### src/mcrb_pkg.sv
/*
 * constants, field layouts and types for the meter configuration register bank.
 * assumes a single 50 MHz clock and a host register port decoded by page and address.
 */
package mcrb_pkg;

   localparam int CLK_HZ = 50_000_000;
   localparam int PULSE_TICK_HZ = 64_000;
   localparam int PULSE_BASE_US = 250;
   localparam logic [16:0] PULSE_BASE_TICKS = 17'(PULSE_BASE_US * PULSE_TICK_HZ / 1_000_000);
   localparam logic [14:0] PULSE_GAP_BASE = 15'h0020; // 64 kHz ticks, 2 kHz at band 0
   localparam logic [3:0] BAND_MAX = 4'h9;
   localparam int BAUD_ACC_W = 19; // 2^19 = 524288

   // register page and address
   localparam logic [5:0] PAGE_0 = 6'h00;
   localparam logic [5:0] PAGE_16 = 6'h10;
   localparam logic [5:0] PAGE_18 = 6'h12;
   localparam logic [5:0] ADDR_SERIAL_CTRL = 6'h07;
   localparam logic [5:0] ADDR_PULSE_WIDTH = 6'h08;
   localparam logic [5:0] ADDR_PULSE_SEL = 6'h09;
   localparam logic [5:0] ADDR_LOCK = 6'h22;
   localparam logic [5:0] ADDR_PHASE_SEQ = 6'h30;
   localparam logic [5:0] ADDR_CHECKSUM = 6'h01;
   localparam logic [5:0] ADDR_PULSE_RATE = 6'h1C;

   // reset values and writable masks
   localparam logic [23:0] SERIAL_CTRL_RST = 24'h02004D;
   localparam logic [23:0] SERIAL_CTRL_MASK = 24'h06FFFF;
   localparam logic [23:0] PULSE_WIDTH_RST = 24'h000001;
   localparam logic [23:0] PULSE_WIDTH_MASK = 24'h0FFFFF;
   localparam logic [23:0] PULSE_SEL_RST = 24'h000000;
   localparam logic [23:0] PULSE_SEL_MASK = 24'h000FFF;
   localparam logic [23:0] PULSE_RATE_RST = 24'h800000;

   // field positions
   localparam int RX_PULLUP_DISABLE_BIT = 18;
   localparam int RX_CHECKSUM_DISABLE_BIT = 17;
   localparam int BAND_LSB = 16;
   localparam int ENGINE_LOCK_LSB = 8;
   localparam int HOST_LOCK_LSB = 0;
   localparam int SEQ_DONE_BIT = 23;
   localparam int SEQ_COUNT_LSB = 16;
   localparam int SEQ_DIR_BIT = 5;
   localparam int SEQ_KEY_LSB = 0;

   // keys
   localparam logic [4:0] LOCK_KEY = 5'h16;
   localparam logic [4:0] UNLOCK_KEY = 5'h09;
   localparam logic [4:0] SEQ_START_KEY = 5'h16;
   localparam logic [6:0] SEQ_COUNT_MAX = 7'h7F;

   typedef enum logic [1:0] {
      MCRB_SEQ_IDLE = 2'b00,
      MCRB_SEQ_COUNT = 2'b01,
      MCRB_SEQ_DONE = 2'b10
   } mcrb_seq_state_t;

endpackage

### src/mcrb_pulse_if.sv
/*
 * carrier between the register bank and one energy pulse generator.
 * assumes both ends run on the same clock.
 */
`timescale 1ns/1ps
interface mcrb_pulse_if;
   logic tick;
   logic req;
   logic [3:0] band;
   logic [15:0] width;
   logic pulse;

   modport ctrl (output tick, output req, output band, output width, input pulse);
   modport gen (input tick, input req, input band, input width, output pulse);
endinterface

### src/mcrb_pulse_gen.sv
/*
 * one energy pulse generator: stretches a request into a timed pulse and
 * enforces the minimum spacing of the selected frequency band.
 * assumes tick is a one-cycle 64 kHz enable.
 */
`timescale 1ns/1ps
module mcrb_pulse_gen
   import mcrb_pkg::*;
(
   input wire logic clk_i,
   input wire logic reset_i,
   mcrb_pulse_if.gen pif
);

   logic [16:0] dur_q;
   logic [16:0] dur_d;
   logic [14:0] gap_q;
   logic [14:0] gap_d;
   logic pulse_q;
   logic pulse_d;
   logic [3:0] band_eff;

   // reserved band codes act as the slowest band
   assign band_eff = (pif.band > BAND_MAX) ? BAND_MAX : pif.band;

   // duration and spacing counters
   always_comb
   begin
      dur_d = dur_q;
      gap_d = gap_q;
      if (pif.tick && dur_q != 17'h00000)
      begin
         dur_d = dur_q - 17'h00001;
      end
      if (pif.tick && gap_q != 15'h0000)
      begin
         gap_d = gap_q - 15'h0001;
      end
      if (pif.req && gap_q == 15'h0000)
      begin
         dur_d = PULSE_BASE_TICKS + {1'b0, pif.width};
         gap_d = PULSE_GAP_BASE << band_eff;
      end
      pulse_d = (dur_d != 17'h00000);
   end

   always_ff @(posedge clk_i or posedge reset_i)
   begin
      if (reset_i)
      begin
         dur_q <= 17'h00000;
         gap_q <= 15'h0000;
         pulse_q <= 1'b0;
      end
      else
      begin
         dur_q <= dur_d;
         gap_q <= gap_d;
         pulse_q <= pulse_d;
      end
   end

   assign pif.pulse = pulse_q;

endmodule

### src/mcrb_top.sv
/*
 * meter configuration register bank: serial control, pulse width and band,
 * full-scale rate, pulse source select, write locks, phase sequence counter
 * and critical register checksum.
 * assumes the serial framing delivers decoded page, address and data strobes,
 * and the measurement datapath supplies sample ticks and zero crossings.
 */
`timescale 1ns/1ps
module mcrb_top
   import mcrb_pkg::*;
#(
   parameter int NUM_GEN = 3
)
(
   input wire logic clk_i,
   input wire logic reset_i,
   input wire logic reg_wr_i,
   input wire logic reg_rd_i,
   input wire logic [5:0] reg_page_i,
   input wire logic [5:0] reg_addr_i,
   input wire logic [23:0] reg_wdata_i,
   output logic [23:0] reg_rdata_o,
   output logic reg_rvalid_o,
   input wire logic eng_wr_i,
   input wire logic [23:0] eng_wdata_i,
   input wire logic rx_frame_i,
   input wire logic rx_csum_mismatch_i,
   input wire logic rx_checksum_error_clr_i,
   output logic rx_checksum_error_o,
   output logic rx_pullup_disable_o,
   output logic rx_checksum_disable_o,
   output logic [15:0] bit_rate_divisor_o,
   output logic bit_tick_o,
   output logic signed [23:0] pulse_full_scale_rate_o,
   output logic [11:0] pulse_gen_source_o,
   output logic engine_write_lock_o,
   output logic host_write_lock_o,
   input wire logic output_word_rate_i,
   input wire logic vzc_rise_i,
   input wire logic vzc_fall_i,
   input wire logic [NUM_GEN-1:0] pulse_req_i,
   output logic [NUM_GEN-1:0] energy_pulse_o
);

   ////////////////////////////////////////////////////////////////////////////
   // register state

   logic [23:0] serial_port_control_q, serial_port_control_d;
   logic [23:0] energy_pulse_width_q, energy_pulse_width_d;
   logic [23:0] pulse_output_select_q, pulse_output_select_d;
   logic [23:0] pulse_full_scale_rate_q, pulse_full_scale_rate_d;
   logic host_lock_q, host_lock_d;
   logic engine_lock_q, engine_lock_d;
   logic rx_err_q, rx_err_d;
   logic [23:0] checksum_q, checksum_d;
   logic [23:0] rdata_q, rdata_d;
   logic rvalid_q, rvalid_d;

   logic wr_ok;
   logic sel_serial, sel_width, sel_select, sel_lock, sel_seq, sel_chk, sel_rate;
   logic [4:0] host_key, engine_key;

   // address decode
   assign sel_serial = (reg_page_i == PAGE_0) && (reg_addr_i == ADDR_SERIAL_CTRL);
   assign sel_width = (reg_page_i == PAGE_0) && (reg_addr_i == ADDR_PULSE_WIDTH);
   assign sel_select = (reg_page_i == PAGE_0) && (reg_addr_i == ADDR_PULSE_SEL);
   assign sel_lock = (reg_page_i == PAGE_0) && (reg_addr_i == ADDR_LOCK);
   assign sel_seq = (reg_page_i == PAGE_0) && (reg_addr_i == ADDR_PHASE_SEQ);
   assign sel_chk = (reg_page_i == PAGE_16) && (reg_addr_i == ADDR_CHECKSUM);
   assign sel_rate = (reg_page_i == PAGE_18) && (reg_addr_i == ADDR_PULSE_RATE);

   // host writes other than to the lock register pass only while the host lock is open
   assign wr_ok = reg_wr_i && !host_lock_q;
   assign host_key = reg_wdata_i[HOST_LOCK_LSB +: 5];
   assign engine_key = reg_wdata_i[ENGINE_LOCK_LSB +: 5];

   ////////////////////////////////////////////////////////////////////////////
   // phase sequence counter

   mcrb_seq_state_t seq_state_q, seq_state_d;
   logic [6:0] seq_count_q, seq_count_d;
   logic seq_dir_q, seq_dir_d;
   logic seq_start, seq_stop;

   assign seq_start = wr_ok && sel_seq
      && (reg_wdata_i[SEQ_KEY_LSB +: 5] == SEQ_START_KEY);
   assign seq_stop = seq_dir_q ? vzc_fall_i : vzc_rise_i;

   // sequence next state
   always_comb
   begin
      seq_state_d = seq_state_q;
      seq_count_d = seq_count_q;
      seq_dir_d = seq_dir_q;
      if (wr_ok && sel_seq)
      begin
         seq_dir_d = reg_wdata_i[SEQ_DIR_BIT];
      end
      case (seq_state_q)
         MCRB_SEQ_IDLE, MCRB_SEQ_DONE:
         begin
            seq_state_d = seq_state_q;
         end
         MCRB_SEQ_COUNT:
         begin
            if (seq_stop)
            begin
               seq_state_d = MCRB_SEQ_DONE;
            end
            else if (output_word_rate_i && seq_count_q != SEQ_COUNT_MAX)
            begin
               seq_count_d = seq_count_q + 7'h01;
            end
         end
         default:
         begin
            seq_state_d = MCRB_SEQ_IDLE;
         end
      endcase
      if (seq_start)
      begin
         seq_state_d = MCRB_SEQ_COUNT;
         seq_count_d = 7'h00;
      end
   end

   always_ff @(posedge clk_i or posedge reset_i)
   begin
      if (reset_i)
      begin
         seq_state_q <= MCRB_SEQ_IDLE;
         seq_count_q <= 7'h00;
         seq_dir_q <= 1'b0;
      end
      else
      begin
         seq_state_q <= seq_state_d;
         seq_count_q <= seq_count_d;
         seq_dir_q <= seq_dir_d;
      end
   end

   ////////////////////////////////////////////////////////////////////////////
   // configuration registers, locks, error flag, checksum, read port

   always_comb
   begin
      serial_port_control_d = serial_port_control_q;
      energy_pulse_width_d = energy_pulse_width_q;
      pulse_output_select_d = pulse_output_select_q;
      pulse_full_scale_rate_d = pulse_full_scale_rate_q;
      host_lock_d = host_lock_q;
      engine_lock_d = engine_lock_q;
      // engine updates only while its lock is open; host write wins
      if (eng_wr_i && !engine_lock_q)
      begin
         pulse_full_scale_rate_d = eng_wdata_i;
      end
      if (wr_ok)
      begin
         if (sel_serial)
         begin
            serial_port_control_d = reg_wdata_i & SERIAL_CTRL_MASK;
         end
         if (sel_width)
         begin
            energy_pulse_width_d = reg_wdata_i & PULSE_WIDTH_MASK;
         end
         if (sel_select)
         begin
            pulse_output_select_d = reg_wdata_i & PULSE_SEL_MASK;
         end
         if (sel_rate)
         begin
            pulse_full_scale_rate_d = reg_wdata_i;
         end
      end
      // lock register stays writable while locked; other keys change nothing
      if (reg_wr_i && sel_lock)
      begin
         if (host_key == LOCK_KEY)
         begin
            host_lock_d = 1'b1;
         end
         else if (host_key == UNLOCK_KEY)
         begin
            host_lock_d = 1'b0;
         end
         if (engine_key == LOCK_KEY)
         begin
            engine_lock_d = 1'b1;
         end
         else if (engine_key == UNLOCK_KEY)
         begin
            engine_lock_d = 1'b0;
         end
      end
      // mismatch sets, and beats a clear in the same cycle
      rx_err_d = (rx_err_q && !rx_checksum_error_clr_i)
         || (rx_frame_i && rx_csum_mismatch_i
         && !serial_port_control_q[RX_CHECKSUM_DISABLE_BIT]);
      // additive checksum over the critical configuration words
      checksum_d = serial_port_control_q + energy_pulse_width_q
         + pulse_output_select_q + pulse_full_scale_rate_q;
      // read mux, unmapped and reserved bits read as zero
      rdata_d = 24'h000000;
      if (reg_rd_i)
      begin
         if (sel_serial)
         begin
            rdata_d = serial_port_control_q;
         end
         else if (sel_width)
         begin
            rdata_d = energy_pulse_width_q;
         end
         else if (sel_select)
         begin
            rdata_d = pulse_output_select_q;
         end
         else if (sel_rate)
         begin
            rdata_d = pulse_full_scale_rate_q;
         end
         else if (sel_lock)
         begin
            rdata_d[ENGINE_LOCK_LSB +: 5] = engine_lock_q ? LOCK_KEY : 5'h00;
            rdata_d[HOST_LOCK_LSB +: 5] = host_lock_q ? LOCK_KEY : 5'h00;
         end
         else if (sel_seq)
         begin
            rdata_d[SEQ_DONE_BIT] = (seq_state_q == MCRB_SEQ_DONE);
            rdata_d[SEQ_COUNT_LSB +: 7] = seq_count_q;
            rdata_d[SEQ_DIR_BIT] = seq_dir_q;
         end
         else if (sel_chk)
         begin
            rdata_d = checksum_q;
         end
      end
      rvalid_d = reg_rd_i;
   end

   always_ff @(posedge clk_i or posedge reset_i)
   begin
      if (reset_i)
      begin
         serial_port_control_q <= SERIAL_CTRL_RST;
         energy_pulse_width_q <= PULSE_WIDTH_RST;
         pulse_output_select_q <= PULSE_SEL_RST;
         pulse_full_scale_rate_q <= PULSE_RATE_RST;
         host_lock_q <= 1'b0;
         engine_lock_q <= 1'b0;
         rx_err_q <= 1'b0;
         checksum_q <= 24'h000000;
         rdata_q <= 24'h000000;
         rvalid_q <= 1'b0;
      end
      else
      begin
         serial_port_control_q <= serial_port_control_d;
         energy_pulse_width_q <= energy_pulse_width_d;
         pulse_output_select_q <= pulse_output_select_d;
         pulse_full_scale_rate_q <= pulse_full_scale_rate_d;
         host_lock_q <= host_lock_d;
         engine_lock_q <= engine_lock_d;
         rx_err_q <= rx_err_d;
         checksum_q <= checksum_d;
         rdata_q <= rdata_d;
         rvalid_q <= rvalid_d;
      end
   end

   ////////////////////////////////////////////////////////////////////////////
   // bit-rate and 64 kHz pulse timing

   logic [BAUD_ACC_W-1:0] baud_acc_q, baud_acc_d;
   logic bit_tick_q, bit_tick_d;
   logic [25:0] frac_acc_q, frac_acc_d;
   logic pulse_tick_q, pulse_tick_d;
   logic [BAUD_ACC_W:0] baud_sum;

   // divisor accumulates per clock; carry out of 2^19 marks one bit time
   assign baud_sum = {1'b0, baud_acc_q}
      + {4'h0, serial_port_control_q[15:0]};

   always_comb
   begin
      baud_acc_d = baud_sum[BAUD_ACC_W-1:0];
      bit_tick_d = baud_sum[BAUD_ACC_W];
      // fractional divider, 64000 per second on average
      if (frac_acc_q >= 26'(CLK_HZ - PULSE_TICK_HZ))
      begin
         frac_acc_d = frac_acc_q + 26'(PULSE_TICK_HZ) - 26'(CLK_HZ);
         pulse_tick_d = 1'b1;
      end
      else
      begin
         frac_acc_d = frac_acc_q + 26'(PULSE_TICK_HZ);
         pulse_tick_d = 1'b0;
      end
   end

   always_ff @(posedge clk_i or posedge reset_i)
   begin
      if (reset_i)
      begin
         baud_acc_q <= '0;
         bit_tick_q <= 1'b0;
         frac_acc_q <= 26'h0000000;
         pulse_tick_q <= 1'b0;
      end
      else
      begin
         baud_acc_q <= baud_acc_d;
         bit_tick_q <= bit_tick_d;
         frac_acc_q <= frac_acc_d;
         pulse_tick_q <= pulse_tick_d;
      end
   end

   ////////////////////////////////////////////////////////////////////////////
   // energy pulse generators

   genvar g;
   generate
      for (g = 0; g < NUM_GEN; g++)
      begin : gen_pulse
         mcrb_pulse_if pif ();
         assign pif.tick = pulse_tick_q;
         assign pif.req = pulse_req_i[g];
         assign pif.band = energy_pulse_width_q[BAND_LSB +: 4];
         assign pif.width = energy_pulse_width_q[15:0];
         assign energy_pulse_o[g] = pif.pulse;
         mcrb_pulse_gen u_gen (
            .clk_i (clk_i),
            .reset_i (reset_i),
            .pif (pif.gen)
         );
      end
   endgenerate

   // outputs
   assign reg_rdata_o = rdata_q;
   assign reg_rvalid_o = rvalid_q;
   assign rx_checksum_error_o = rx_err_q;
   assign rx_pullup_disable_o = serial_port_control_q[RX_PULLUP_DISABLE_BIT];
   assign rx_checksum_disable_o = serial_port_control_q[RX_CHECKSUM_DISABLE_BIT];
   assign bit_rate_divisor_o = serial_port_control_q[15:0];
   assign bit_tick_o = bit_tick_q;
   assign pulse_full_scale_rate_o = pulse_full_scale_rate_q;
   assign pulse_gen_source_o = pulse_output_select_q[11:0];
   assign engine_write_lock_o = engine_lock_q;
   assign host_write_lock_o = host_lock_q;

endmodule

### config.mk
export PLATFORM = sky130hd
export DESIGN_NAME = mcrb_top
export DESIGN_NICKNAME = d
export VERILOG_FILES = /design/src/mcrb_pkg.sv /design/src/mcrb_pulse_if.sv /design/src/mcrb_pulse_gen.sv /design/src/mcrb_top.sv
export SDC_FILE = /design/constraint.sdc
export NUM_CORES = 1
export LEC_CHECK = 0
export BUFFER_PORTS_ARGS = -buffer_cell sky130_fd_sc_hd__buf_2
export CORE_MARGIN = 2
export CORE_UTILIZATION = 49
export CTS_BUF_LIST = sky130_fd_sc_hd__clkbuf_2
export CTS_CLUSTER_SIZE = 8
export DETAILED_ROUTE_END_ITERATION = 8
export PLACE_DENSITY = 0.71
export SYNTH_ARGS = -nofsm -noshare
export SYNTH_HDL_FRONTEND = slang
export SYNTH_SLANG_ARGS = --single-unit
### constraint.sdc
create_clock -name clk_i -period 10.9 [get_ports clk_i]
set_clock_uncertainty 0.1 [all_clocks]
set_input_delay 1.09 -clock clk_i [delete_from_list [all_inputs] [get_ports clk_i]]
set_output_delay 1.09 -clock clk_i [all_outputs]
set_load 0.03 [all_outputs]
# Word-level counts from Yosys, hierarchy flattened

Index checks and enable logic that the tools add are counted.

Div/mod/pow operators: 0
Shift-type cells: 1
Equal/unequal tests: 19
Muxes and demuxes: 46
Bitwise gates (word level): 0
Add/subtract/negate cells: 14
Multipliers: 0
Reduce and logical (&&, ||, !) cells: 59
Magnitude comparators: 2

Operators by type and width:

| operator                                            | count |
|---|---|
| 2-to-1 mux 24 bit                                   | 9 |
| 2-to-1 mux 17 bit                                   | 6 |
| nonzero test 17 bit                                 | 6 |
| 2-to-1 mux 15 bit                                   | 6 |
| subtractor 17 x 1 -> 17 bit (second input constant) | 3 |
| zero test 15 bit                                    | 3 |
| nonzero test 15 bit                                 | 3 |
| subtractor 15 x 1 -> 15 bit (second input constant) | 3 |
| 2-to-1 mux 7 bit                                    | 4 |
| adder 26 x 16 -> 26 bit (second input constant)     | 1 |
| >= comparator 26 bit (second input constant)        | 1 |
| 2-to-1 mux 26 bit                                   | 1 |
| subtractor 26 bit (second input constant)           | 1 |
| logical AND 1 bit                                   | 25 |
| 2-to-1 mux 5 bit                                    | 5 |
| adder 22 x 24 -> 24 bit                             | 1 |
| adder 21 x 12 -> 22 bit                             | 1 |
| adder 19 x 20 -> 21 bit                             | 1 |
| adder 19 x 16 -> 20 bit                             | 1 |
| == test 6 x 5 -> 1 bit (second input constant)      | 3 |
| adder 5 x 16 -> 17 bit (first input constant)       | 1 |
| << shifter 6 x 4 -> 15 bit (first input constant)   | 1 |
| nonzero test 2 bit                                  | 7 |
| == test 6 x 4 -> 1 bit (second input constant)      | 2 |
| 27 further kinds                                    | 46 |

Memories: 0
Bits in read-only memories: 0
Register bits: 282
Logic and storage cells: 167
Bits in latches: 0
Memory bits (writable): 0

# Depth between registers and ports, before layout

Gate-level depths: netlist of run 1.

Depth after elaboration: 10
Gate-level depth with buffers: 15
Depth with buffers taken out: 15

# Hierarchy

Synthesis of run 1 repeated with hierarchy kept, for this count alone.

Cells, all modules: 1853
Area total of the unflattened synthesis: 17272.8 um2

Modules (own cells, without submodules):

| module         | times used | cells an instance | area an instance (um2) |
|---|---|---|---|
| mcrb_top       | 1          | 1094              | 10542.6 |
| mcrb_pulse_gen | 3          | 253               | 2243.4 |

# Worst setup path before layout of run 1

OpenSTA, ideal clock, no wires.

Path kind: reg2reg
Start point: reg serial_port_control_q[1]
End point: reg checksum_q[23]
Buffers on the path: 0
Cell stages (with the launch flop): 16
Setup slack: 7127 ps
Required time: 10713 ps
Arrival time: 3586 ps
Clock period less this slack: 3773 ps
Cell sequence: dfrtp_1 > inv_1 > fa_1 > fa_1 > inv_1 > ha_1 > inv_1 > fa_1 > nor2b_1 > o2111ai_1 > and4b_1 > a21oi_1 > a21oi_1 > o211ai_1 > nand2_1 > o211ai_1

Longest elaborated chain between the ends: 3

Ends and longest elaborated chain:

| element                  | RTL line        | source |
|---|---|---|
| start: declaration       | mcrb_top.sv:48  | `logic [23:0] serial_port_control_q, serial_port_control_d;` |
| start signal: assignment | mcrb_top.sv:261 | `serial_port_control_q <= serial_port_control_d;` |
| adder 19 x 20 -> 21 bit  | mcrb_top.sv:203 | `checksum_d = serial_port_control_q + energy_pulse_width_q` |
| adder 21 x 12 -> 22 bit  | mcrb_top.sv:204 | `+ pulse_output_select_q + pulse_full_scale_rate_q;` |
| adder 22 x 24 -> 24 bit  | mcrb_top.sv:204 |  |
| via checksum_d[23]       | mcrb_top.sv:55  | `logic [23:0] checksum_q, checksum_d;` |
| end signal: assignment   | mcrb_top.sv:268 | `checksum_q <= checksum_d;` |
| end: declaration         | mcrb_top.sv:55  |  |

The timed path passes the listed nets, and every way through them passes these cells.
A chain may end at the register's enable or synchronous reset.

# Final worst setup path of run 1

Start point: reg energy_pulse_width_q[2]
End point: reg checksum_q[22]

Longest elaborated chain between the ends: 3

Ends and longest elaborated chain:

| element                  | RTL line        | source |
|---|---|---|
| start: declaration       | mcrb_top.sv:49  | `logic [23:0] energy_pulse_width_q, energy_pulse_width_d;` |
| start signal: assignment | mcrb_top.sv:262 | `energy_pulse_width_q <= energy_pulse_width_d;` |
| adder 19 x 20 -> 21 bit  | mcrb_top.sv:203 |  |
| adder 21 x 12 -> 22 bit  | mcrb_top.sv:204 |  |
| adder 22 x 24 -> 24 bit  | mcrb_top.sv:204 |  |
| via checksum_d[22]       | mcrb_top.sv:55  |  |

The timed path passes the listed nets, and every way through them passes these cells.

==> metrics.txt, run 1 <==
status complete, no violations; fmax ~0.25 GHz; max incr delay on CP 0.58 ns; Die H 185 um; core area 32500 um2; post-synthesis sequential area ratio around 43%; Final Cycle Share 36.9%; GPL Wtd Cong 0.970; worst hold path type in2async; CTS root buffer clkbuf_2; DIE AREA 34300 um2; critical-path cell list inv_1, fa_1, fa_1, inv_1, ha_1, a211oi_1, o21bai_1, a211o_1, a31oi_1, nand2_1, a31o_2, a21oi_1, xnor2_1; Iter 0 DRT Violations 1433; area leader, netlist dfrtp_1; Net Sw Frac 32.5%; Reg-to-Reg Start energy_pulse_width_q[2]$_DFFE_PP0P_; Worst-path clk slew roughly 0.10 ns; CTS max path bufs 3; Synth cell types 76; worst rel slew slack 21.7%; Worst-Skew Late Latency 0.88 ns; Max-Cap Viols 0; port bufs 159; Final Max Tran Viols 0; VDD IR max 79.2 uV; Area Overhead vs Synth 12.1%; sequential power share 47.3%; CP bufs+invs 2; first-pass GRT wire length 73100 um; cell count after synthesis 1734; Synth Register Bits 275; DP Wirelength between 30000 and 40000 um; Final min period 4.02 ns; # hold bufs at CTS 0; Final Core Density 55.5%; Syn Std Cell Area between 15000 and 20000 um2; vias in the first global route 13600; yosys warns 0; # H-tree levels 3; Post-CTS Resized 0; Sink Count approximately 280; clock share of power approximately 32%; worst reg2reg path depth 13; fraction of the mapped netlist area in compound gates 15.7%; total CTS buffers 77; Finished Cell Area 18000 um2; pin count of the biggest net entering global routing 133; Worst Setup End Kind register; critical path launch point type register; simple-gate share of the synthesized area 18.6%; Post-Synth Adder-Cell Area roughly 8.8%; grt total ovfl 0; CP max FO 6; combinational group share of total power 20.6%; GRT Total Usage 27.4%; Top FF cell, synth dfrtp_1; Req. time, crit path around 12 ns; power density over the cells roughly 130 nW/um2; fraction of layout cells with a size suffix above 1 17.4%; Post-synth EDFFs 0; syn avg cell area 9.27 um2; Synth area leaders dfrtp_1 42%, ha_1 4.9%, xnor2_1 4.9%, nor2_1 4.3%, a21oi_1 4.0%; RR Endpoint checksum_q[22]$_DFF_PP0_; asr flop ratio synth 100%; Routed Antenna Nets 0; DP Area 17300 um2; mux contribution to synthesized area 2.62%; setup TNS 0 ns; Boundary Pins 160; Die W 185 um; # Post-CTS Setup Buffers 0; Pre-antenna DRT Iters 8; FP Rows 66; Fin. Hold Viols 0; Net Switching 0.780 mW; Setup Viol. Count Final 0; Post-Route WL 46000 um; R2R setup slack 6.88 ns; fill count between 2000 and 3000; via/cell ratio 5.75; Synth top area share 41.7%; XOR/XNOR share of the synthesized area 6.92%; detailed-route wire length per cell 19.0 um; initial antenna violation count 4; Crit Path Category reg2reg; Arrival @ worst endpoint 4.69 ns; Initial Util 49.5%; Pwr Total 2.40 mW; Top delay family on crit path compound AO/OA/AOI/OAI gates; Leakage 8.02 nW; drt drc 0; TritonCTS clock tree built; main combinational cell family by area after synthesis simple AND/OR/NAND/NOR gates; cell-internal power between 1.5 and 2 mW; unrepaired setup endpoints after global routing no; vias 13900; nets 2089; Slowest-stage cell, CP fa_1; syn_nets 1902; Worst-Margin Slew 1.17 ns
==> stage by stage <==
step	worst slack (ns)	std cells	hold slack, ns
after global placement	6.60	2283	0.352
after global routing	6.61	2418	0.220
after floorplan	2.14	1734	0.334
after detailed placement	6.53	2283	0.354
final	6.88	2421	0.301
after CTS	6.89	2416	0.224
==> final cells by class <==
class                           count  area [um2]  share of cell area (%)
Sequential cell                   275        6890                    38.2
Multi-Input combinational cell   1273        8500                    47.2
Clock inverter                     21         134                   0.743
Clock buffer                      112         561                    3.11
Antenna cell                        4        10.0                  0.0556
Timing Repair Buffer              175         913                    5.07
Tap cell                          442         553                    3.07
Inverter                          119         454                    2.52
==> cells in the mapped netlist, types with 13 or more instances <==
| master | n |
|---|---|
| nand2b_1 | 15 |
| mux2_2 | 17 |
| xor2_1 | 38 |
| mux2i_1 | 23 |
| a21oi_1 | 127 |
| o211ai_1 | 15 |
| ha_1 | 63 |
| fa_1 | 31 |
| a21o_1 | 13 |
| inv_1 | 117 |
| nor3_1 | 48 |
| clkbuf_1 | 56 |
| and2_1 | 16 |
| a31oi_1 | 19 |
| o21ai_0 | 122 |
| nor4_1 | 26 |
| dfrtp_1 | 268 |
| nor2b_1 | 17 |
| xnor2_1 | 89 |
| nor2_1 | 182 |
| and3_1 | 16 |
| or4_1 | 20 |
| nand3_1 | 49 |
| a222oi_1 | 21 |
| nand2_1 | 149 |
==> cell usage in the layout, fill, tap and decap left out, drive strengths merged, types with 63 or more instances in the layout <==
cell,netlist,routed
inv,117,118
nor2,182,182
nand2,149,149
clkbuf,56,113
a21oi,127,127
ha,63,63
o21ai,124,124
xnor2,89,89
buf,11,174
dfrtp,268,268
==> metal layers <==
layer  up-vias  global-route usage, %  share of wire, %
li1       6547                      -                 -
met1      6734                   36.3                42
met2       565                   44.2                48
met3        77                   6.31               7.7
met4         2                   9.46               2.5
met5         -                      0             0.028
==> flip-flops by register name, summed over array words and instances (netlist names), 19 cells and up <==
name	count
baud_acc_q	19
checksum_q	24
energy_pulse_width_q	20
frac_acc_q	19
gen_pulse.u_gen.dur_q	51
gen_pulse.u_gen.gap_q	45
pulse_full_scale_rate_o	24
reg_rdata_o	24
==> power by group through the flow <==
stage	combinational, mW	clock [mW]	sequential, mW
after floorplan	0.350	0	1.16
after global placement	0.476	0	1.15
after detailed placement	0.486	0	1.15
after CTS	0.490	0.791	1.14
after global routing	0.556	0.855	1.14
final	0.495	0.770	1.14
==> how the worst max path moves through the flow <==
stage | from | endpoint | slack, ns | cells past startpoint
finish | energy_pulse_width_q[2]$_DFFE_PP0P_ | checksum_q[22]$_DFF_PP0_ | 6.88 | 13
global route | energy_pulse_width_q[1]$_DFFE_PP0P_ | checksum_q[23]$_DFF_PP0_ | 6.61 | 15
CTS | energy_pulse_width_q[1]$_DFFE_PP0P_ | checksum_q[23]$_DFF_PP0_ | 6.89 | 15
detailed placement | reg_page_i[0] | energy_pulse_width_q[19]$_DFFE_PP0P_ | 6.53 | 7
global placement | reg_page_i[0] | energy_pulse_width_q[19]$_DFFE_PP0P_ | 6.60 | 7
floorplan | reset_i | baud_acc_q[0]$_DFF_PP0_ | 2.14 | 1
==> logic make-up after synthesis <==
group                    after synthesis
adder cells (fa/ha/maj)               94
XOR/XNOR                             127
flip-flops                           275
AO/OA/AOI/OAI                        405
AND/OR/NAND/NOR                      607
buffers and inverters                186
multiplexers                          40
Power figures use the tool's default switching activity.
==> inputs of run 2 (changes only) <==
ABC_AREA = 1   (was default)
clock period = 3.8 ns   (was 10.9 ns; I/O delays follow)
==> run 2 against run 1 <==
Against the previous run: largest cell class unchanged; sequential share of layout area fell by 5.2 points; utilization rose by 3.0 points; area after synthesis rose by 10%; count of clock-buffer cells in the layout fell by 10; global-route usage rose by 3.2 points; register-to-register slack got worse by 6.6 ns; sequential power rose to 2.6 times the previous value.
==> metrics.txt, run 2 <==
status complete, no violations (unchanged); cell-internal power 3.89 mW (was 1.62 mW); fraction of layout cells with a size suffix above 1 12.8% (was 17.4%); grt total ovfl 0 (unchanged); Worst-Margin Slew 1.12 ns (was 1.17 ns); worst rel slew slack 25.1% (was 21.7%); Max-Cap Viols 0 (unchanged); critical path launch point type input port (was register); Worst Setup End Kind register (unchanged); max FFs per register 51 (unchanged); Sink Count 275 (unchanged); Net Switching 1.57 mW (was 0.780 mW); post-synthesis sequential area ratio 38.9% (was 42.9%); nets 2872 (was 2089); asr flop ratio synth 100% (unchanged); most common cell after layout, fill and taps aside nand2_1 (was dfrtp_1); biggest regs gen_pulse.u_gen.dur_q x51, gen_pulse.u_gen.gap_q x45 (unchanged); Final Max Tran Viols 0 (unchanged); simple-gate share of the synthesized area 27.9% (was 18.6%); Pre-antenna DRT Iters 5 (was 8); cell count after synthesis 2389 (was 1734); drt drc 0 (unchanged); unrepaired setup endpoints after global routing no (unchanged); fmax 0.278 GHz; Final Core Density 58.6% (was 55.5%); Min Hold Slack 0.128 ns (was 0.301 ns); core area 35600 um2 (was 32500 um2); Boundary Pins 160 (unchanged); # H-tree levels 3 (unchanged); Post-Synth Adder-Cell Area 7.94% (was 8.77%); Die H 194 um (was 185 um); via/cell ratio 5.53 (was 5.75); Req. time, crit path 4.57 ns (was 11.56 ns); fraction of the mapped netlist area in compound gates 11.4% (was 15.7%); Synth cell types 56 (was 76); Setup Viol. Count Final 0 (unchanged); port bufs 159 (unchanged); Syn Std Cell Area 17700 um2 (was 16100 um2); final cell count without fillers 3218 (was 2421); sequential power share 54.4% (was 47.3%); worst hold path type in2reg (was in2async); Area Overhead vs Synth 17.4% (was 12.1%); XOR/XNOR share of the synthesized area 5.09% (was 6.92%); pin count of the biggest net entering global routing 79 (was 133); commonest non-fill, non-tap cells in the layout 630 x nand2_1, 327 x inv_1, 268 x dfrtp_1 (was 268 x dfrtp_1, 182 x nor2_1, 159 x buf_2); Worst-Skew Late Latency 0.97 ns (was 0.88 ns); Final min period between 3 and 4 ns; Most flops, register gen_pulse.u_gen.dur_q (unchanged); power density over the cells 262 nW/um2 (was 133 nW/um2); Synth top area share 37.8% (was 41.7%); Synth Register Bits 275 (unchanged); Synth area leaders dfrtp_1 38%, nand2_1 13%, inv_1 6.9%, nor2_1 5.2%, nand3_1 4.7% (was dfrtp_1 42%, ha_1 4.9%, xnor2_1 4.9%, nor2_1 4.3%, a21oi_1 4.0%); clock share of power 39.2% (was 32.1%); Worst-path clk slew 0.12 ns (was 0.10 ns); Net Sw Frac 28.8% (was 32.5%); VDD IR max 215 uV (was 79.2 uV); syn avg cell area 7.42 um2 (was 9.27 um2); CP max FO 6 (unchanged); Die W 194 um (was 185 um); mux contribution to synthesized area 0.190% (was 2.62%); total CTS buffers 74 (was 77); GPL Wtd Cong 0.976 (was 0.970); DP Wirelength 42100 um (was 33100 um); Crit Path Category in2reg (was reg2reg); CTS max path bufs 3 (unchanged); DP Cell Count 2982 (was 2283); syn_nets 2557 (was 1902); area leader, netlist dfrtp_1 (unchanged); Post-synth EDFFs 0 (unchanged); DIE AREA 37700 um2 (was 34300 um2); TritonCTS clock tree built (unchanged); Initial Util 49.9% (was 49.5%); Top FF cell, synth dfrtp_1 (unchanged); CTS root buffer clkbuf_2 (unchanged); GRT Total Usage 30.5% (was 27.4%); worst slack at placement 0.341 ns (was 6.53 ns); synth cell count leaders 631 x nand2_1, 328 x inv_1, 268 x dfrtp_1 (was 268 x dfrtp_1, 182 x nor2_1, 149 x nand2_1); Leakage 10.9 nW (was 8.02 nW); Iter 0 DRT Violations 1136 (was 1433); most numerous cell in the Yosys netlist nand2_1 (was dfrtp_1); FP Rows 69 (was 66); vias in the first global route 17900 (was 13600); Routed Antenna Nets 0 (unchanged); setup ws final 0.206 ns (was 6.88 ns); Final Cycle Share between 90 and 100%; Post-Route WL 57600 um (was 46000 um); combinational group share of total power 6.3% (was 20.6%); Fin. Hold Viols 0 (unchanged); first-pass GRT wire length 91600 um (was 73100 um); detailed-route wire length per cell 17.9 um (was 19.0 um); vias 17800 (was 13900); Arrival @ worst endpoint 4.37 ns (was 4.69 ns); main combinational cell family by area after synthesis simple AND/OR/NAND/NOR gates (unchanged); initial antenna violation count 5 (was 4); yosys warns 0 (unchanged)
-- run 2: changes by cell type after synthesis, moves of 24 or more --
cell      before  now
clkbuf_1      56   27
nand3_1       49  168
nor2_1       182  247
inv_1        117  328
nand2_1      149  631
xor2_1        38   79
o21ai_0      122  159
nand4_1       10   34
xnor2_1       89   24
a21oi_1      127   65
-- run 2: stage by stage --
| step | total power [mW] | area (um2) | TNS (ns) |
|---|---|---|---|
| 6_report | 5.46 | 20800 | 0 |
| 5_1_grt | 5.68 | 20800 | 0 |
| 4_1_cts | 5.50 | 20800 | 0 |
| 3_5_place_dp | 3.31 | 19100 | 0 |
| 3_3_place_gp | 3.31 | 19100 | 0 |
| 2_1_floorplan | 3.19 | 17700 | -83.53 |
-- run 2: layer usage --
layer | part of all wire [%] | vias up | routed length (um) | global-route usage, %
met4 | 5.1 | 2 | 2960 | 16.7
li1 | - | 8387 | - | -
met2 | 46 | 767 | 26700 | 49.5
met3 | 8.3 | 197 | 4770 | 7.34
met5 | 0.028 | - | 16 | 0
met1 | 40 | 8429 | 23100 | 37.6
-- run 2: final timing paths --
path                                                           end  slack (ns)                               startpoint  cells past startpoint
min in group asynchronous                  frac_acc_q[9]$_DFF_PP0_        0.67                                  reset_i                      4
min reg2reg                gen_pulse[1].u_gen.gap_q[3]$_DFFE_PP0P_        0.37  gen_pulse[1].u_gen.gap_q[3]$_DFFE_PP0P_                      1
max reg2reg                               checksum_q[18]$_DFF_PP0_        0.26     serial_port_control_q[3]$_DFFE_PP1P_                     12
max                                  host_write_lock_o$_DFFE_PP0P_        0.21                            reg_page_i[3]                     11
max in group asynchronous    gen_pulse[2].u_gen.dur_q[6]$_DFF_PP0_        1.98                                  reset_i                      5
min                          pulse_full_scale_rate_o[23]$_DFF_PP1_        0.13                          eng_wdata_i[23]                      4
-- run 2: cell families (layout without fill, tap and decap cells) --
logic type               Yosys count  in the layout
multiplexers                       3              3
XOR/XNOR                         103            103
flip-flops                       275            275
buffers and inverters            389            756
AO/OA/AOI/OAI                    352            352
other                              0              1
adder cells (fa/ha/maj)           94             94
AND/OR/NAND/NOR                 1173           1173
-- run 2: power groups by stage --
stage          clock (mW)  combinational [mW]  sequential [mW]
2_1_floorplan           0               0.149             3.04
3_3_place_gp            0               0.282             3.03
3_5_place_dp            0               0.285             3.03
4_1_cts              2.18               0.342             2.97
5_1_grt              2.33               0.381             2.98
6_report             2.14               0.346             2.97
-- run 2: critical path: stages --
cell	delay [ns]
dlygate4sd3_1	0.55
buf_2	0.14
nor2_2	0.15
nand3_2	0.14
nor3_4	0.23
dlygate4sd3_1	0.77
nand3_1	0.38
o41ai_1	0.37
dlygate4sd3_1	0.59
o21ai_0	0.07
dlygate4sd3_1	0.58
-- run 2: layout make-up --
| class | count | area, um2 |
|---|---|---|
| antenna | 1 | 2.50 |
| clock buffer | 102 | 510 |
| clock inverter | 26 | 143 |
| fill | 3284 | 14700 |
| inverter | 336 | 1270 |
| multi-input combinational | 1725 | 9330 |
| sequential | 275 | 6890 |
| tap | 461 | 577 |
| timing repair buffer | 292 | 2110 |
-- run 2: what timing repair did --
item | in CTS | in global routing
buffers inserted | 0 | 0
resized for setup | 0 | 0
hold endpoints to repair | 198 | 0
hold buffers | 107 | 0
==> inputs of run 3 (changes only) <==
PLACE_DENSITY = 0.7   (was 0.71)
SYNTH_HIERARCHICAL = 1   (was default)
==> run 3 against run 2 <==
Against the previous run: combinational power down 1%; sequential power hardly changed; first-iteration DRC count rose by 30%; setup slack improved by 0.030 ns; clock power grew 12%; via count grew 5.1%; largest power group unchanged; highest routed layer unchanged.
==> metrics.txt, run 3 <==
status complete, no violations (unchanged); Fin. Hold Viols 0 (unchanged); Boundary Pins 160 (unchanged); XOR/XNOR share of the synthesized area 5.55% (was 5.09%); yosys warns 6 (was 0); Top FF cell, synth dfrtp_1 (unchanged); nets 3050 (was 2872); # Post-CTS Setup Buffers 0 (unchanged); most common cell after layout, fill and taps aside nand2_1 (unchanged); Synth Register Bits 275 (unchanged); power density over the cells 258 nW/um2 (was 262 nW/um2); Initial Util 50.0% (was 49.9%); cell count after synthesis 2554 (was 2389); detailed-route wire length per cell 17.2 um (was 17.9 um); # H-tree levels 3 (unchanged); port bufs 159 (unchanged); Die H 201 um (was 194 um); initial antenna violation count 3 (was 5); Post-synth EDFFs 0 (unchanged); simple-gate share of the synthesized area 29.9% (was 27.9%); via/cell ratio 5.42 (was 5.53); Crit path top cell by count inv_1 (was dlygate4sd3_1); final cell count without fillers 3445 (was 3218); CTS max path bufs 3 (unchanged); max FFs per register 51 (unchanged); area leader, netlist dfrtp_1 (unchanged); setup TNS 0 ns (unchanged); GPL Wtd Cong 0.936 (was 0.976); asr flop ratio synth 100% (unchanged); drt drc 0 (unchanged); vias in the first global route 18600 (was 17900); fraction of layout cells with a size suffix above 1 14.3% (was 12.8%); Die W 201 um (was 194 um); CP max FO 5 (was 6); critical path launch point type register (was input port); Slowest-stage cell, CP dfstp_2 (was dlygate4sd3_1); Final Max Tran Viols 0 (unchanged); total CTS buffers 79 (was 74); DP Cell Count 3204 (was 2982); synth cell count leaders 626 x nand2_1, 365 x inv_1, 268 x dfrtp_1 (was 631 x nand2_1, 328 x inv_1, 268 x dfrtp_1); most numerous cell in the Yosys netlist nand2_1 (unchanged); Crit Path Category reg2reg (was in2reg); commonest non-fill, non-tap cells in the layout 626 x nand2_1, 364 x inv_1, 266 x dfrtp_1 (was 630 x nand2_1, 327 x inv_1, 268 x dfrtp_1); Worst Setup End Kind register (unchanged); DP Wirelength 42800 um (was 42100 um); Final min period 3.56 ns (was 3.59 ns); syn avg cell area 7.41 um2 (was 7.42 um2); Most flops, register gen_pulse.u_gen/dur_q (was gen_pulse.u_gen.dur_q); Req. time, crit path 4.51 ns (was 4.57 ns); CTS root buffer clkbuf_2 (unchanged); grt total ovfl 0 (unchanged); Worst-Margin Slew 1.07 ns (was 1.12 ns); fmax 0.281 GHz (was 0.278 GHz); Reg-to-Reg Start serial_port_control_q[6]$_DFFE_PP1P_ (was serial_port_control_q[3]$_DFFE_PP1P_); Pre-antenna DRT Iters 6 (was 5); syn_nets 2727 (was 2557); unrepaired setup endpoints after global routing no (unchanged); critical-path cell list inv_1, fa_1, fa_1, inv_1, ha_1, nand2_1, inv_1, a21oi_1, inv_1, a21oi_1, o21bai_1, xor2_1 (was dlygate4sd3_1, buf_2, nor2_2, nand3_2, nor3_4, dlygate4sd3_1, nand3_1, o41ai_1, dlygate4sd3_1, o21ai_0, dlygate4sd3_1); VDD IR max 226 uV (was 215 uV); Final Cycle Share 93.8% (was 94.6%); pin count of the biggest net entering global routing 74 (was 79); core area 37800 um2 (was 35600 um2); Arrival @ worst endpoint 4.27 ns (was 4.37 ns); Synth area leaders dfrtp_1 35%, nand2_1 12%, inv_1 7.2%, nor2_1 5.3%, nand3_1 4.9% (was dfrtp_1 38%, nand2_1 13%, inv_1 6.9%, nor2_1 5.2%, nand3_1 4.7%); Synth cell types 63 (was 56); Post-Synth Adder-Cell Area 7.77% (was 7.94%); biggest regs gen_pulse.u_gen/dur_q x51, gen_pulse.u_gen/gap_q x45 (was gen_pulse.u_gen.dur_q x51, gen_pulse.u_gen.gap_q x45); vias 18700 (was 17800); FP Rows 71 (was 69); Area Overhead vs Synth 16.8% (was 17.4%); Syn Std Cell Area 18900 um2 (was 17700 um2); Sink Count 275 (unchanged); Synth top area share 35.4% (was 37.8%); Worst-Skew Late Latency 0.99 ns (was 0.97 ns); Iter 0 DRT Violations 1477 (was 1136); post-synthesis sequential area ratio 36.4% (was 38.9%); first-pass GRT wire length 95500 um (was 91600 um); Worst-path clk slew 0.11 ns (was 0.12 ns); DIE AREA 40200 um2 (was 37700 um2); GRT Total Usage 29.5% (was 30.5%); Setup Viol. Count Final 0 (unchanged); mux contribution to synthesized area 0.119% (was 0.190%); TritonCTS clock tree built (unchanged); max incr delay on CP 0.60 ns (was 0.77 ns); worst hold path type in2async (was in2reg); R2R setup slack 0.24 ns (was 0.26 ns); fraction of the mapped netlist area in compound gates 10.7% (was 11.4%); Post-Route WL 59200 um (was 57600 um); worst rel slew slack 28.5% (was 25.1%); Routed Antenna Nets 0 (unchanged); main combinational cell family by area after synthesis simple AND/OR/NAND/NOR gates (unchanged); Critical Path Start serial_port_control_q[6]$_DFFE_PP1P_ (was reg_page_i[3]); Leakage 11.4 nW (was 10.9 nW); Max-Cap Viols 0 (unchanged)
## run 3: logic make-up (layout without fill, tap and decap cells)
family,after synthesis,in the layout
AND/OR/NAND/NOR,1262,1262
buffers and inverters,441,820
AO/OA/AOI/OAI,355,355
flip-flops,275,275
XOR/XNOR,120,120
adder cells (fa/ha/maj),99,99
multiplexers,2,2
other,0,1
## run 3: worst max-delay path: cells and delay by family, from the launching register on
family,cells,cell delay (ns)
AOI/OAI and AO/OA,3,0.75
xor gates and xnor gates,1,0.15
adders and majority gates,3,1.39
buffers and inverters,4,0.27
DFF,1,0.60
and+or+nand+nor,1,0.12
## run 3: power breakdown
group	total, mW	switching [mW]	internal [mW]
clock	2.39	1.37	1.01
combinational	0.342	0.213	0.129
sequential	2.97	0.0174	2.96
## run 3: layer usage
layer,global-route usage [%],share of wire [%]
met1,38.0,42
met2,47.7,46
met3,7.56,8.5
met4,11.5,3.6
met5,0,0.025
## run 3: repair_timing
action,CTS,global route
setup endpoints to repair,0,1
hold buffers,103,0
gates resized for setup,0,2
hold endpoints to repair,427,0
## run 3: cell type report
class                      instances  area, um2
clock buffer                     103        515
fill                            3584      15700
tap                              511        639
multi-input combinational       1838      10200
sequential                       275       6890
antenna                            1       2.50
inverter                         386       1460
clock inverter                    34        240
timing repair buffer             297       2110
## run 3: final timing paths
kind                                                    endpoint  depth (start not counted)
max                                     checksum_q[19]$_DFF_PP0_                         12
min in group clk_i          pulse_full_scale_rate_o[6]$_DFF_PP0_                          4
min                        gen_pulse[1].u_gen/dur_q[8]$_DFF_PP0_                          3
max reg2reg                             checksum_q[19]$_DFF_PP0_                         12
max in group asynchronous               frac_acc_q[18]$_DFF_PP0_                          5
min reg2reg                              baud_acc_q[0]$_DFF_PP0_                          1
## run 3: metrics by stage
stage,setup slack (ns),area [um2],hold slack [ns],util (%),power [mW]
finish,0.236,22100,0.114,58.4,5.70
global route,0.0645,22100,0.0724,58.4,5.97
CTS,0.187,22100,0.0274,58.4,5.76
detailed placement,0.287,20300,0.361,53.7,3.31
global placement,0.357,20300,0.356,53.7,3.31
floorplan,0.289,18900,0.311,-,3.18
